File: src/verilog/srs_pkg.sv
// Shared constants for the system reset sequencer
package srs_pkg;

    // ------------------------------------------------------------
    // Timing
    // ------------------------------------------------------------
    localparam int CLK_PERIOD_PS   = 5000;        // 200 MHz system clock
    localparam int OSC_START_NS    = 4000;        // Oscillator start-up, 4 us
    // Least time, so round up
    localparam int OSC_START_CYC   = (OSC_START_NS * 1000 + CLK_PERIOD_PS - 1) / CLK_PERIOD_PS;
    localparam int HOLD_PLAIN_TICK = 66;          // Hold, crystal off
    localparam int HOLD_XTAL_TICK  = 5000;        // Hold, crystal on
    localparam int PIN_FILT_CYC    = 3;           // Low samples counted before the one that accepts the pin
    localparam int SYNC_STAGES     = 2;           // Synchroniser depth
    localparam int CNT_W           = 13;          // Hold/start counter width

    // ------------------------------------------------------------
    // Register map (Avalon byte addresses)
    // ------------------------------------------------------------
    localparam logic [3:0] ADDR_CTRL   = 4'h0;    // Control
    localparam logic [3:0] ADDR_STATUS = 4'h4;    // Reset cause flags
    localparam logic [3:0] ADDR_STATE  = 4'h8;    // Sequencer state

    // Control register fields
    localparam int CTRL_DBG_RST = 0;              // Debugger reset request
    localparam int CTRL_IND_EN  = 1;              // Reset indicator enable
    localparam int CTRL_CLK_ALT = 2;              // 1 = non-default clock

    // Status register fields
    localparam int STAT_EXT  = 4;                 // External pin reset
    localparam int STAT_WDT  = 5;                 // Watchdog time-out
    localparam int STAT_STOP = 6;                 // Stop-mode recovery
    localparam int STAT_POR  = 7;                 // Power-on reset

    // Reset vector location in program memory
    localparam logic [15:0] RESET_VEC_ADDR = 16'h0002;

    // Sequencer states
    typedef enum logic [2:0] {
        ST_POWER,                                 // Supply below threshold
        ST_OSC_START,                             // Oscillator start-up
        ST_HOLD,                                  // Counting hold period
        ST_PIN_WAIT,                              // Waiting for pin release
        ST_RUN                                    // Core running
    } srs_state_t;

endpackage

File: src/verilog/srs_pin_filt.sv
// Reset pin synchroniser and low-pulse qualifier
`timescale 1ns/100ps
module srs_pin_filt #(
    parameter int STAGES = srs_pkg::SYNC_STAGES,
    parameter int FILT   = srs_pkg::PIN_FILT_CYC
) (
    input  wire logic i_clk,
    input  wire logic i_resetn,
    input  wire logic i_ce,
    input  wire logic i_pin,        // Raw pin level
    output logic      o_pin_high,   // Synchronised level
    output logic      o_low_seen    // Pin low long enough
);
    import srs_pkg::*;

    // ------------------------------------------------------------
    // State
    // ------------------------------------------------------------
    typedef struct packed {
        logic [STAGES-1:0] sync;    // Bit 0 is the first stage
        logic [3:0]        run;     // Consecutive low samples
        logic              low;     // Qualified assertion
    } srs_filt_t;

    srs_filt_t filt_ff;             // Registered state
    srs_filt_t nxt_filt;            // Next state

    // Refuse settings the synchroniser or counter cannot serve
    if (STAGES < 2 || FILT < 1 || FILT > 15) begin : g_chk
        $error("srs_pin_filt: bad STAGES or FILT");
    end

    // ------------------------------------------------------------
    // Next state
    // ------------------------------------------------------------
    always_comb begin
        nxt_filt      = filt_ff;
        nxt_filt.sync = {filt_ff.sync[STAGES-2:0], i_pin};
        // Only the last stage is looked at
        if (filt_ff.sync[STAGES-1]) begin
            nxt_filt.run = 4'h0;
            nxt_filt.low = 1'b0;
        end else if (filt_ff.run != 4'(FILT)) begin
            nxt_filt.run = filt_ff.run + 4'h1;
        end else begin
            nxt_filt.low = 1'b1;
        end
    end

    // ------------------------------------------------------------
    // Registers, idle pin reads high
    // ------------------------------------------------------------
    always_ff @(posedge i_clk or negedge i_resetn) begin
        if (!i_resetn) begin
            filt_ff <= '{sync: '1, run: 4'h0, low: 1'b0};
        end else if (i_ce) begin
            filt_ff <= nxt_filt;
        end
    end

    assign o_pin_high = filt_ff.sync[STAGES-1];
    assign o_low_seen = filt_ff.low;

endmodule

File: src/verilog/srs_sequencer.sv
// System reset sequencer with Avalon-MM status and control
//
// Decided for this implementation: the address map and the Avalon-MM register port.
`timescale 1ns/100ps

module srs_sequencer #(
    parameter int HOLD_PLAIN = srs_pkg::HOLD_PLAIN_TICK,
    parameter int HOLD_XTAL  = srs_pkg::HOLD_XTAL_TICK,
    parameter int OSC_CYC    = srs_pkg::OSC_START_CYC
) (
    input  wire logic        i_clk,
    input  wire logic        i_resetn,
    input  wire logic        i_ce,
    // Avalon-MM slave
    input  wire logic [3:0]  i_address,
    input  wire logic        i_read,
    input  wire logic        i_write,
    input  wire logic [31:0] i_writedata,
    output logic [31:0]      o_readdata,
    output logic             o_waitrequest,
    // Reset sources
    input  wire logic        i_supply_ok,       // Brown-out detector: supply good
    input  wire logic        i_wdt_timeout,     // Watchdog time-out pulse
    input  wire logic        i_in_stop,         // Core is in stop mode
    input  wire logic        i_stop_pin_wake,   // Stop recovery by pin change
    input  wire logic        i_stop_wdt_wake,   // Stop recovery by watchdog
    input  wire logic        i_xtal_option,     // Option bit: crystal enabled
    input  wire logic        i_ipo_tick,        // One internal osc cycle
    // Reset pin, open drain
    input  wire logic        i_reset_pin,
    output logic             o_reset_pin_out,
    output logic             o_reset_pin_oe,
    // Debug pin, open drain
    input  wire logic        i_dbg_pin,
    input  wire logic        i_dbg_key_seen,    // Entry key sequence seen
    input  wire logic        i_dbg_drive_low,   // Debugger wants pin low
    output logic             o_dbg_pin_out,
    output logic             o_dbg_pin_oe,
    output logic             o_dbg_pin_level,   // Registered pin level
    // Reset outputs
    output logic             o_core_rst,        // Core and peripherals idle
    output logic             o_debugger_rstn,   // Debugger block reset
    output logic             o_gpio_rst,        // Inputs, pull-ups off
    output logic             o_defaults_load,   // Load register defaults
    output logic             o_xtal_run,
    output logic             o_wdt_osc_run,
    output logic             o_sysclk_sel_ipo,
    output logic             o_vector_fetch,    // Fetch reset vector pulse
    output logic [15:0]      o_vector_addr
);
    import srs_pkg::*;

    // ------------------------------------------------------------
    // Elaboration checks
    // ------------------------------------------------------------
    if (HOLD_PLAIN < 1 || HOLD_XTAL < 1 || OSC_CYC < 1 ||
        HOLD_PLAIN >= 2**CNT_W || HOLD_XTAL >= 2**CNT_W ||
        OSC_CYC >= 2**CNT_W) begin : g_chk
        $error("srs_sequencer: count does not fit counter");
    end

    localparam logic [CNT_W-1:0] OSC_LAST   = CNT_W'(OSC_CYC - 1);
    localparam logic [CNT_W-1:0] PLAIN_LAST = CNT_W'(HOLD_PLAIN - 1);
    localparam logic [CNT_W-1:0] XTAL_LAST  = CNT_W'(HOLD_XTAL - 1);
    localparam logic [1:0]       SETTLE_MAX = 2'(SYNC_STAGES);

    // ------------------------------------------------------------
    // State
    // ------------------------------------------------------------
    typedef struct packed {
        srs_state_t  state;         // Sequencer state
        logic [CNT_W-1:0] cnt;      // Start-up or hold count
        logic [1:0]  settle;        // Pin release settle count
        logic        sysrst;        // Full system reset, not stop wake
        logic        xtal;          // Latched crystal option
        logic        dbg_req;       // Debugger reset request
        logic        ind_en;        // Indicator enabled by port control
        logic        clk_alt;       // Software picked another clock
        logic        f_por;         // Cause flags
        logic        f_stop;
        logic        f_wdt;
        logic        f_ext;
        logic        waitreq;       // Avalon waitrequest
        logic [31:0] rdata;         // Avalon read data
        logic        core_rst;
        logic        dbg_rstn;
        logic        gpio_rst;
        logic        defaults_ld;
        logic        vec_fetch;
        logic        pin_oe;
        logic        dbg_oe;
        logic        dbg_lvl;
    } srs_regs_t;

    srs_regs_t regs_ff;             // Registered state
    srs_regs_t nxt_regs;            // Next state

    logic pin_high;                 // Synchronised reset pin
    logic pin_low_seen;             // Qualified pin assertion

    // ------------------------------------------------------------
    // Pin synchroniser and qualifier
    // ------------------------------------------------------------
    srs_pin_filt #(
        .STAGES (SYNC_STAGES),
        .FILT   (PIN_FILT_CYC)
    ) u_pin_filt (
        .i_clk      (i_clk),
        .i_resetn   (i_resetn),
        .i_ce       (i_ce),
        .i_pin      (i_reset_pin),
        .o_pin_high (pin_high),
        .o_low_seen (pin_low_seen)
    );

    // ------------------------------------------------------------
    // Read data decode
    // ------------------------------------------------------------
    function automatic logic [31:0] rd_mux(input logic [3:0] addr,
                                           input srs_regs_t r);
        logic [31:0] d;
        d = 32'h0;
        if (addr == ADDR_CTRL) begin
            d[CTRL_DBG_RST] = r.dbg_req;
            d[CTRL_IND_EN]  = r.ind_en;
            d[CTRL_CLK_ALT] = r.clk_alt;
        end else if (addr == ADDR_STATUS) begin
            d[STAT_POR]  = r.f_por;
            d[STAT_STOP] = r.f_stop;
            d[STAT_WDT]  = r.f_wdt;
            d[STAT_EXT]  = r.f_ext;
        end else if (addr == ADDR_STATE) begin
            d[2:0] = r.state;
            d[3]   = r.core_rst;
            d[4]   = r.xtal;
        end
        return d;
    endfunction

    // Start a reset sequence from the oscillator start-up phase
    function automatic srs_regs_t enter_reset(input srs_regs_t r,
                                              input logic full,
                                              input logic xtal);
        srs_regs_t o;
        o          = r;
        o.state    = ST_OSC_START;
        o.cnt      = '0;
        o.sysrst   = full;
        o.xtal     = xtal;
        o.core_rst = 1'b1;
        o.clk_alt  = 1'b0;
        o.dbg_req  = 1'b0;
        if (full) begin
            o.gpio_rst    = 1'b1;
            o.defaults_ld = 1'b1;
            o.ind_en      = 1'b0;
        end
        return o;
    endfunction

    // ------------------------------------------------------------
    // Next state
    // ------------------------------------------------------------
    always_comb begin
        logic acc;                  // Bus access completes this edge
        logic req;                  // Bus request present
        logic hold_end;             // Last hold tick reached
        acc  = 1'b0;
        req  = 1'b0;
        hold_end = 1'b0;
        nxt_regs = regs_ff;
        nxt_regs.defaults_ld = 1'b0;
        nxt_regs.vec_fetch   = 1'b0;

        // Bus: one wait cycle, then complete
        req = i_read | i_write;
        acc = req & ~regs_ff.waitreq;
        if (acc) begin
            nxt_regs.waitreq = 1'b1;
        end else if (req) begin
            nxt_regs.waitreq = 1'b0;
            nxt_regs.rdata   = rd_mux(i_address, regs_ff);
        end
        if (acc && i_write && i_address == ADDR_CTRL) begin
            nxt_regs.dbg_req = i_writedata[CTRL_DBG_RST];
            nxt_regs.ind_en  = i_writedata[CTRL_IND_EN];
            nxt_regs.clk_alt = i_writedata[CTRL_CLK_ALT];
        end
        // Reading status clears the pin flag; later sets still win
        if (acc && i_read && i_address == ADDR_STATUS) begin
            nxt_regs.f_ext = 1'b0;
        end

        // Sequencer
        case (regs_ff.state)
            ST_POWER: begin
                // Timing starts when supply first reads good
                if (i_supply_ok) begin
                    nxt_regs = enter_reset(nxt_regs, 1'b1, i_xtal_option);
                    nxt_regs.dbg_rstn = 1'b1;
                end
            end
            ST_OSC_START: begin
                if (regs_ff.cnt == OSC_LAST) begin
                    nxt_regs.state = ST_HOLD;
                    nxt_regs.cnt   = '0;
                end else begin
                    nxt_regs.cnt = regs_ff.cnt + 1'b1;
                end
            end
            ST_HOLD: begin
                // Count oscillator ticks, not system clocks
                hold_end = regs_ff.xtal ? (regs_ff.cnt == XTAL_LAST)
                                        : (regs_ff.cnt == PLAIN_LAST);
                if (i_ipo_tick) begin
                    if (hold_end) begin
                        nxt_regs.state  = ST_PIN_WAIT;
                        nxt_regs.settle = 2'h0;
                    end else begin
                        nxt_regs.cnt = regs_ff.cnt + 1'b1;
                    end
                end
            end
            ST_PIN_WAIT: begin
                // Our own drive is off; let it clear the synchroniser
                if (regs_ff.settle != SETTLE_MAX) begin
                    nxt_regs.settle = regs_ff.settle + 2'h1;
                end else if (pin_high) begin
                    nxt_regs.state     = ST_RUN;
                    nxt_regs.core_rst  = 1'b0;
                    nxt_regs.gpio_rst  = 1'b0;
                    nxt_regs.sysrst    = 1'b0;
                    nxt_regs.vec_fetch = 1'b1;
                end
            end
            ST_RUN: begin
                // Priority: debugger, pin, watchdog, stop wakes
                if (regs_ff.dbg_req) begin
                    nxt_regs = enter_reset(nxt_regs, 1'b1, i_xtal_option);
                    {nxt_regs.f_por, nxt_regs.f_stop} = 2'b10;
                    {nxt_regs.f_wdt, nxt_regs.f_ext}  = 2'b00;
                end else if (pin_low_seen) begin
                    nxt_regs = enter_reset(nxt_regs, 1'b1, i_xtal_option);
                    {nxt_regs.f_por, nxt_regs.f_stop} = 2'b00;
                    {nxt_regs.f_wdt, nxt_regs.f_ext}  = 2'b01;
                end else if (i_wdt_timeout && !i_in_stop) begin
                    nxt_regs = enter_reset(nxt_regs, 1'b1, i_xtal_option);
                    {nxt_regs.f_por, nxt_regs.f_stop} = 2'b00;
                    {nxt_regs.f_wdt, nxt_regs.f_ext}  = 2'b10;
                end else if (i_in_stop && i_stop_wdt_wake) begin
                    nxt_regs = enter_reset(nxt_regs, 1'b0, i_xtal_option);
                    {nxt_regs.f_por, nxt_regs.f_stop} = 2'b01;
                    {nxt_regs.f_wdt, nxt_regs.f_ext}  = 2'b10;
                end else if (i_in_stop && i_stop_pin_wake) begin
                    nxt_regs = enter_reset(nxt_regs, 1'b0, i_xtal_option);
                    {nxt_regs.f_por, nxt_regs.f_stop} = 2'b01;
                    {nxt_regs.f_wdt, nxt_regs.f_ext}  = 2'b00;
                end
            end
            default: begin
                nxt_regs.state = ST_POWER;
            end
        endcase

        // Supply loss overrides everything and resets the debugger too
        if (!i_supply_ok) begin
            nxt_regs.state       = ST_POWER;
            nxt_regs.cnt         = '0;
            nxt_regs.sysrst      = 1'b1;
            nxt_regs.core_rst    = 1'b1;
            nxt_regs.gpio_rst    = 1'b1;
            nxt_regs.dbg_rstn    = 1'b0;
            nxt_regs.defaults_ld = 1'b1;
            nxt_regs.dbg_req     = 1'b0;
            nxt_regs.ind_en      = 1'b0;
            nxt_regs.clk_alt     = 1'b0;
            {nxt_regs.f_por, nxt_regs.f_stop} = 2'b10;
            {nxt_regs.f_wdt, nxt_regs.f_ext}  = 2'b00;
        end

        // Pin pulled low until the delay ends on a full reset or with the indicator on, never while we wait for it
        nxt_regs.pin_oe = (nxt_regs.sysrst | nxt_regs.ind_en) &
                          (nxt_regs.state == ST_POWER ||
                           nxt_regs.state == ST_OSC_START ||
                           nxt_regs.state == ST_HOLD);

        // Debug pin stays input in reset unless the key was seen
        nxt_regs.dbg_oe  = i_dbg_drive_low &
                           (~nxt_regs.core_rst | i_dbg_key_seen);
        nxt_regs.dbg_lvl = i_dbg_pin;
    end

    // ------------------------------------------------------------
    // Registers; power-up starts as a power-on reset
    // ------------------------------------------------------------
    always_ff @(posedge i_clk or negedge i_resetn) begin
        if (!i_resetn) begin
            regs_ff             <= '0;
            regs_ff.state       <= ST_POWER;
            regs_ff.sysrst      <= 1'b1;
            regs_ff.f_por       <= 1'b1;
            regs_ff.waitreq     <= 1'b1;
            regs_ff.core_rst    <= 1'b1;
            regs_ff.gpio_rst    <= 1'b1;
            regs_ff.defaults_ld <= 1'b1;
            regs_ff.pin_oe      <= 1'b1;
            regs_ff.dbg_lvl     <= 1'b1;
        end else if (i_ce) begin
            regs_ff <= nxt_regs;
        end
    end

    // ------------------------------------------------------------
    // Outputs, straight from the state register or tied to constants
    // ------------------------------------------------------------
    assign o_readdata       = regs_ff.rdata;
    assign o_waitrequest    = regs_ff.waitreq;
    assign o_reset_pin_out  = 1'b0;
    assign o_reset_pin_oe   = regs_ff.pin_oe;
    assign o_dbg_pin_out    = 1'b0;
    assign o_dbg_pin_oe     = regs_ff.dbg_oe;
    assign o_dbg_pin_level  = regs_ff.dbg_lvl;
    assign o_core_rst       = regs_ff.core_rst;
    assign o_debugger_rstn  = regs_ff.dbg_rstn;
    assign o_gpio_rst       = regs_ff.gpio_rst;
    assign o_defaults_load  = regs_ff.defaults_ld;
    assign o_xtal_run       = regs_ff.xtal;
    assign o_wdt_osc_run    = 1'b1;                         // Never stopped, not even in reset
    assign o_sysclk_sel_ipo = ~regs_ff.clk_alt;
    assign o_vector_fetch   = regs_ff.vec_fetch;
    assign o_vector_addr    = RESET_VEC_ADDR;

endmodule

File: config.mk
export PLATFORM = sky130hd
export DESIGN_NAME = srs_sequencer
export DESIGN_NICKNAME = d
export VERILOG_FILES = /design/src/verilog/srs_pkg.sv /design/src/verilog/srs_pin_filt.sv /design/src/verilog/srs_sequencer.sv
export SDC_FILE = /design/constraint.sdc
export NUM_CORES = 1
export LEC_CHECK = 0
export ABC_AREA = 0
export ABC_CLOCK_PERIOD_IN_PS = 3600
export BUFFER_PORTS_ARGS = -buffer_cell sky130_fd_sc_hd__buf_2
export CAP_MARGIN = 0
export CORE_ASPECT_RATIO = 1.25
export CORE_MARGIN = 2
export CORE_UTILIZATION = 35
export DETAILED_ROUTE_END_ITERATION = 8
export GPL_TIMING_DRIVEN = 0
export SYNTH_ARGS = -nofsm -noshare
export SYNTH_HDL_FRONTEND = slang
export SYNTH_SLANG_ARGS = --single-unit
export TNS_END_PERCENT = 20
File: constraint.sdc
create_clock -name i_clk -period 3.6 [get_ports i_clk]
set_input_delay 0.72 -clock i_clk [delete_from_list [all_inputs] [get_ports i_clk]]
set_output_delay 0.72 -clock i_clk [all_outputs]
set_load 0.02 [all_outputs]
Word level (Yosys, flattened, before mapping)
Cells that the tools add are included.

word-level totals
  bits in registers = 75
  input port bits = 52
  word-level logic and storage cells = 154

cells by class
  $add $sub $neg = 3
  eq/ne operators = 32
  multiplexer cells = 59
  bitwise operators = 11
  reduce and logical (&&, ||, !) cells = 24

operators by type and width
  operator                 number
  $mux W68                 6
  $pmux W41 S2             1
  $pmux W13 S4             1
  $mux W5                  7
  $mux W33                 1
  $mux W32                 1
  $mux W13                 2
  $mux W4                  6
  $mux W3                  7
  $mux W18                 1
  $mux W16                 1
  $pmux W3 S5              1
  $mux W1                  14
  $ne A2 B2 Y1 const B     7
  $add A13 B1 Y13 const B  1
  $eq A13 B10 Y1 const B   1
  $eq A13 B13 Y1 const B   1
  $eq A13 B7 Y1 const B    1
  $pmux W1 S3              4
  $reduce_and A5 Y1        2
  $eq A3 B2 Y1 const B     3
  $ne A3 B3 Y1 const B     3
  $pmux W2 S4              1
  $reduce_and A4 Y1        2
  30 further kinds         54

Longest topological paths before layout
Gate-level depths: netlist (run 1).

  word-level depth = 24
  gate-level depth with buffers = 8
  mapped depth without buffers = 8

Cells and area by module
A second synthesis (run 1) with hierarchy kept.

unflattened totals
  cells, all modules = 368
  area, all modules = 3309.4 µm²

by module, submodules not included
  module         instances  cells each  area each (µm²)  seq. area each (µm²)
  srs_sequencer  1          336         2955.3           1111.1
  srs_pin_filt   1          32          354.1            177.7

Worst setup path after synthesis (run 1)
No wires, ideal clock.

  path type = input -> register
  start point = input i_address[3]
  end point = register regs_ff[41] (netlist bit)
  library setup time = 0.122 ns
  arrival time = 2.129 ns
  required time = 3.478 ns
  slack = 1.349 ns
  stages on the path = 7
  buffers on the path = 1
  cell sequence = clkbuf_1 or4b_2 o31a_1 a32oi_1 nor2_1 a21oi_1 o2bb2ai_1

between the ends
  longest elaborated chain between the ends = 10

ends and longest elaborated chain
  what                    RTL line              source
  start: declaration      srs_sequencer.sv:15   input wire logic [3:0] i_address,
  $eq A4 B3 Y1 *          srs_sequencer.sv:190  if (acc && i_read && i_address == ADDR_STATUS) begin
  $logic_and A1 B1 Y1 *   srs_sequencer.sv:190
  $mux W1 *               srs_sequencer.sv:190
  $mux W68                srs_sequencer.sv:254  end else if (i_in_stop && i_stop_pin_wake) begin
  $mux W68                srs_sequencer.sv:250  end else if (i_in_stop && i_stop_wdt_wake) begin
  $mux W68                srs_sequencer.sv:246  end else if (i_wdt_timeout && !i_in_stop) begin
  $mux W68                srs_sequencer.sv:242  end else if (pin_low_seen) begin
  $mux W68                srs_sequencer.sv:238  if (regs_ff.dbg_req) begin
  $pmux W41 S2 *          srs_sequencer.sv:195  case (regs_ff.state)
  $mux W7 *               srs_sequencer.sv:266  if (!i_supply_ok) begin
  end signal: assignment  srs_sequencer.sv:309  regs_ff <= nxt_regs;
  end: declaration        srs_sequencer.sv:95   srs_regs_t regs_ff;

Mark *: on every way between the ends. The rest lies on a longest branch, timed or not. The select of a mux whose other input is x is not followed.
A chain may end at the register's enable or synchronous reset.

Final worst setup path (run 1)
  start point = register regs_ff[52] (netlist bit)
  end point = register regs_ff[62] (netlist bit)

between the ends
  longest elaborated chain between the ends = 5

ends and longest elaborated chain
  what             RTL line                                    source
  $add A13 B1 Y13  srs_sequencer.sv:208, srs_sequencer.sv:220
  $mux W13         srs_sequencer.sv:216                        if (hold_end) begin
  $mux W18         srs_sequencer.sv:215                        if (i_ipo_tick) begin
  $pmux W13 S4     srs_sequencer.sv:195
  $mux W16         srs_sequencer.sv:266

Parallel ways exist; a longest one is shown, timed or not. The select of a mux whose other input is x is not followed.

==> results of run 1 <==
[metal layers]
metal / wire length [um] / vias up / global-route usage [%]
li1: - / 1387 / -
met1: 3200 / 1325 / 18.7
met2: 3880 / 80 / 27.2
met3: 372 / 12 / 3.13
met4: 119 / 0 / 4.62
met5: 0 / - / 0
[per-stage QoR]
stage               hold WS (ns)  cells  setup WS, ns  instance area, sq um
floorplan                  0.424    401          1.35                  3380
global placement           0.464    564          1.02                  3730
detailed placement         0.468    564          1.03                  3730
CTS                        0.484    572          1.20                  3900
global route               0.512    572         0.966                  3900
finish                     0.480    572          1.20                  3900
[where the power goes]
part           total [mW]  switching (mW)  internal [mW]
clock network       0.545           0.217          0.328
registers           0.660          0.0410          0.619
logic               0.304           0.184          0.121
total                1.51           0.442           1.07
[kinds of logic (layout without fill, tap and decap cells)]
kind of cell	Yosys count	in the layout
flops	51	51
buf+inv	76	124
compound gates	99	99
simple gates	118	118
mux	10	10
fa+ha+maj	4	4
other cells	2	43
[synthesized netlist by cell type, types with 8 or more instances]
master / count / area share, %
o2bb2ai_1: 8 / 2.2
buf_4: 51 / 12
dfrtp_1: 41 / 32
clkbuf_1: 8 / 0.93
a21oi_1: 11 / 1.7
nand2_1: 32 / 3.7
nor2_1: 22 / 2.6
o21ai_0: 35 / 5.4
dfstp_2: 10 / 8.2
a22o_1: 8 / 2.2
inv_1: 9 / 1.0
nand3_1: 15 / 2.3
[worst max path at each step]
| stage | startpoint | depth (start not counted) | endpoint | slack [ns] |
|---|---|---|---|---|
| 2_1_floorplan | i_address[3] | 7 | regs_ff[41] | 1.35 |
| 3_3_place_gp | i_read | 9 | o_reset_pin_oe | 1.02 |
| 3_5_place_dp | i_read | 9 | o_reset_pin_oe | 1.03 |
| 4_1_cts | regs_ff[53] | 8 | regs_ff[62] | 1.20 |
| 5_1_grt | regs_ff[53] | 8 | regs_ff[61] | 0.97 |
| 6_report | regs_ff[52] | 8 | regs_ff[62] | 1.20 |
[critical path, cell delays in order (launching register included)]
cell	delay (ns)
dfrtp_1	0.45
ha_1	0.25
and4_1	0.29
and4b_1	0.27
a2bb2oi_1	0.36
buf_2	0.29
nor2_1	0.07
o21ai_0	0.20
o41ai_2	0.11
[registers in the layout, indices dropped and copies added, names as in the netlist]
signal / flops
o_defaults_load: 1
o_gpio_rst: 1
regs_ff: 26
u_pin_filt.o_low_seen: 1
o_vector_fetch: 1
u_pin_filt.filt_ff: 5
o_readdata: 8
o_core_rst: 1
o_xtal_run: 1
o_dbg_pin_oe: 1
o_debugger_rstn: 1
o_dbg_pin_level: 1
u_pin_filt.o_pin_high: 1
o_waitrequest: 1
o_reset_pin_oe: 1
[area by class of cell]
cell class	instances	area, sq um
Multi-Input combinational cell	274	1600
Sequential cell	51	1290
Fill cell	917	5130
Clock inverter	3	43.8
Clock buffer	5	125
Inverter	10	37.5
Buffer	66	452
Timing Repair Buffer	40	200
Tap cell	123	154
==> impl_metrics.yaml, run 1 <==
synthesis:
  synth.cell_area_sq_um: 3220
  synth.avg_cell_area_sq_um: 8.95
  ys_ff_latch: 51
  yosysSeqAreaShare_pct: 40.0
  synth_compound_area_share_pct: 20.9
  synth_top_family_by_area: "compound AO/OA/AOI/OAI gates"
  synth_xor_area_share_pct: 0
  synthSimpleGateAreaFrac_pct: 18.8
  async_flop_share_pct: 100
  yosysWarnings: 0
  synth_ff_type: "dfrtp_1"
  synthMuxAreaShare_pct: 3.34
  netlist_instances: 360
  synth.distinct_cells: 55
  synth-edff-count: 0
  yosys.area_share.adder_pct: 1.55
routing:
  drc: 0
  wl_um: 7580
  viasPerCell: 4.90
  drtIter0Drc: 114
  dr.pass1.iters: 4
  num_vias: 2804
  antenna_left: 0
  routedWlPerCell_um: 13.3
layout:
  n_antenna_cell: 0
  areaGrowthSynthToFinish_pct: 21.0
  layout_commonest_cell: "buf_4"
  finalNetCount: 504
  final_cell_mix: "51 x buf_4, 44 x buf_2, 43 x conb_1"
  final_core_util_pct: 43.2
  drive_gt1_share_pct: 28.1
timing:
  tns_ns: 0
  drv_slew: 0
  slew_headroom_pct: 23.4
  fmax_ghz: 0.417
  worst-slew-pin-transition_ns: 1.15
  hold_viol_final: 0
  setup_viol: 0
  timing.final.crit_share_pct: 66.6
  clock_skew_ns: 0.00868
  rsz0062_at_grt: "no"
  period_needed_ns: 2.40
hold_path:
  min_to: "o_reset_pin_oe"
  min_from: "o_reset_pin_oe"
  min_path_type: "flip-flop to flip-flop"
  worstHoldPathCells: 1
setup_path:
  worst_setup_path_end_kind: "flip-flop"
  crit_fanout: 10
  r2r-end: "regs_ff[62]"
  critical_path_class: "flip-flop to flip-flop"
  reg2reg_slack_ns: 1.20
  r2r_cells: 8
  cp.arrival_ns: 2.56
  start_kind: "flip-flop"
  reg2reg_from: "regs_ff[52]"
  critPathRequiredTime_ns: 3.76
run:
  maxCapViolCount: 0
floorplan:
  ios: 114
  initial_core_util_pct: 35.7
  fp.dieW_um: 89.8
  die_y_um: 111
  dieArea_sq_um: 10000
  fp.coreArea_sq_um: 9030
  rows: 39
place:
  dpl.hpwl_um: 5740
  io_buffers: 40
  finalWeightedCongestion: 0.882
power_and_ir_drop:
  leakagePower_nw: 1.84
  ir_worst_vdd_mv: 0.309
  powerDensity_nw_per_um2: 387
  total_power_mw: 1.51
cts:
  numCtsBuffers: 5
  clk_pin_slew_worst_paths_ns: 0.07
  htree_num_levels: 2
  ctsResizeCount: 0
  postCtsHoldBufs: 0
  clockBufferDepth: 2
  clock_latency_ns: 0.29
  cts_tree: "done"
  numClockSinks: 51
  clockRootBuffer: "clkbuf_16"
  postCtsSetupBuffers: 0
grt:
  grt_pass1_vias: 2677
  grt_first_pass_wirelength_um: 12800
  grt_max_degree: 52
  antenna_found_initial: 0
  track_usage_pct: 15.3
  gr-total-overflow: 0
status:
  outcome: "finished, final reports clean"
(Power assumes the default switching activity.)
==> run 2: changes to the inputs <==
Settings changed: ABC_CLOCK_PERIOD_IN_PS 3600 to 1950.
Clock period 3.6 ns to 1.95 ns, I/O delays scaled along.
==> run 2 against run 1 <==
The run now ends with negative setup slack left. Clock skew barely moved. Die area did not move. Critical path depth did not move. Via count rose by 3.2%. Sequential cell count did not move. Register-to-register slack got worse by 1.3 ns. Sequential power rose by 83%. Final cell count rose by 1.9%. Non-clock buffer count rose by 11. Critical path type unchanged. Highest routed layer unchanged.
==> impl_metrics.yaml, run 2 (synthesis results as in run 1) <==
cts:
  cts_tree: "done"
  htree_num_levels: 2
  clock_latency_ns: 0.29
  numClockSinks: 51
  postCtsHoldBufs: 0
  numCtsBuffers: 5
  clk_pin_slew_worst_paths_ns: 0.07
  clockBufferDepth: 2
  clockRootBuffer: "clkbuf_16"
timing:
  worst-slew-pin-transition_ns: 1.18
  drv_slew: 0
  tns_ns: -0.531
  timing.final.ws_setup_ns: -0.124
  clock_skew_ns: 0.00882
  timing.final.crit_share_pct: 106
  slew_headroom_pct: 21.3
  hold_viol_final: 0
  setup_viol: 10
  rsz0062_at_grt: "yes"
  fmax_ghz: 0.482
  period_needed_ns: 2.07
setup_path:
  start_kind: "flip-flop"
  r2r_cells: 8
  cp-endpoint: "regs_ff[56]"
  r2r-end: "regs_ff[56]"
  reg2reg_slack_ns: -0.12
  reg2reg_from: "regs_ff[65]"
  critPathRequiredTime_ns: 2.18
  crit_path_start: "regs_ff[65]"
  crit_fanout: 4
  critical_path_class: "flip-flop to flip-flop"
  worst_setup_path_end_kind: "flip-flop"
  cp.arrival_ns: 2.31
floorplan:
  ios: 114
  die_y_um: 111
  fp.dieW_um: 89.8
  initial_core_util_pct: 35.7
  fp.coreArea_sq_um: 9030
  dieArea_sq_um: 10000
  rows: 39
routing:
  routedWlPerCell_um: 13.7
  dr.pass1.iters: 4
  wl_um: 8010
  num_vias: 2895
  viasPerCell: 4.97
  drc: 0
  antenna_left: 0
  drtIter0Drc: 179
hold_path:
  min_path_type: "primary input to asynchronous set/reset pin"
grt:
  grt_first_pass_wirelength_um: 13200
  grt_pass1_vias: 2708
  gr-total-overflow: 0
  track_usage_pct: 16.0
  grt_max_degree: 52
  antenna_found_initial: 0
power_and_ir_drop:
  total_power_mw: 2.79
  ir_worst_vdd_mv: 0.366
  powerDensity_nw_per_um2: 670
  leakagePower_nw: 1.93
layout:
  final_core_util_pct: 46.2
  top_register: "regs_ff"
  layout_commonest_cell: "buf_4"
  finalNetCount: 515
  largest_register_ffs: 26
  multi_input_area_sq_um: 1760
  final_cell_area_sq_um: 4170
  layout.area.seq_sq_um: 1290
  n_antenna_cell: 0
  fill_cells: 878
  final_cell_mix: "60 x buf_4, 43 x conb_1, 41 x buf_2"
  drive_gt1_share_pct: 35.4
  stdcell_count: 583
  areaGrowthSynthToFinish_pct: 29.3
place:
  dpl.hpwl_um: 5660
  dpl.cell_count: 564
  placed_area_sq_um: 3740
  io_buffers: 40
  finalWeightedCongestion: 0.913
run:
  maxCapViolCount: 0
status:
  violations: "negative setup slack"
  outcome: "finished, violations left"
## run 2: cell count changes in the layout (fill, tap and decap cells not counted), sizes merged
cell      before  now
buf           98  109
bufinv         1    0
clkbuf        13   14
clkinv         3    2
clkinvlp       0    1
## run 2: how the worst min path moves through the flow
stage | depth (start not counted) | startpoint | slack (ns) | end
after CTS | 2 | i_dbg_pin | 0.32 | o_dbg_pin_level
after detailed placement | 1 | o_reset_pin_oe | 0.47 | o_reset_pin_oe
after floorplan | 0 | i_resetn | 0.09 | o_dbg_pin_oe
final | 1 | i_resetn | 0.32 | o_readdata[1]
after global placement | 2 | o_readdata[0] | 0.46 | o_readdata[0]
after global routing | 2 | i_dbg_pin | 0.33 | o_dbg_pin_level
## run 2: power by group
group	total, mW	switching (mW)	internal (mW)
registers	1.21	0.0692	1.14
logic	0.650	0.379	0.271
clock network	0.928	0.414	0.514
## run 2: cell type report
cell class,instances,area share (%)
multi-input combinational,274,42.3
sequential,51,31.1
clock inverter,2,0.390
buffer,66,11.3
timing repair buffer,51,6.96
inverter,10,0.901
tap,123,3.69
clock buffer,6,3.33
## run 2: critical path, stage by stage (launching register included)
cell and delay (ns):
dfrtp_1 0.40, or2_1 0.24, buf_6 0.13, a211oi_4 0.18, o311ai_2 0.12, a31o_4 0.25
buf_4 0.15, or4_1 0.47, nand2_1 0.07
## run 2: metrics by stage
step	worst slack [ns]	hold slack, ns
floorplan	-0.0161	0.0944
global placement	-0.445	0.465
detailed placement	-0.504	0.468
CTS	-0.0964	0.324
global route	-0.152	0.330
finish	-0.124	0.317
## run 2: metal layers
metal / track usage (%) / vias to the layer above / share of wire, %
li1: - / 1412 / -
met1: 19.7 / 1372 / 42
met2: 27.9 / 100 / 50
met3: 3.54 / 11 / 6.1
met4: 4.92 / 0 / 1.4
met5: 0 / - / 0
## run 2: what timing repair did
action	4_1_cts	5_1_grt
pin swaps	10	3
setup buffers	9	1
setup endpoints to repair	21	22
gates resized for setup	28	16
gates cloned	1	0
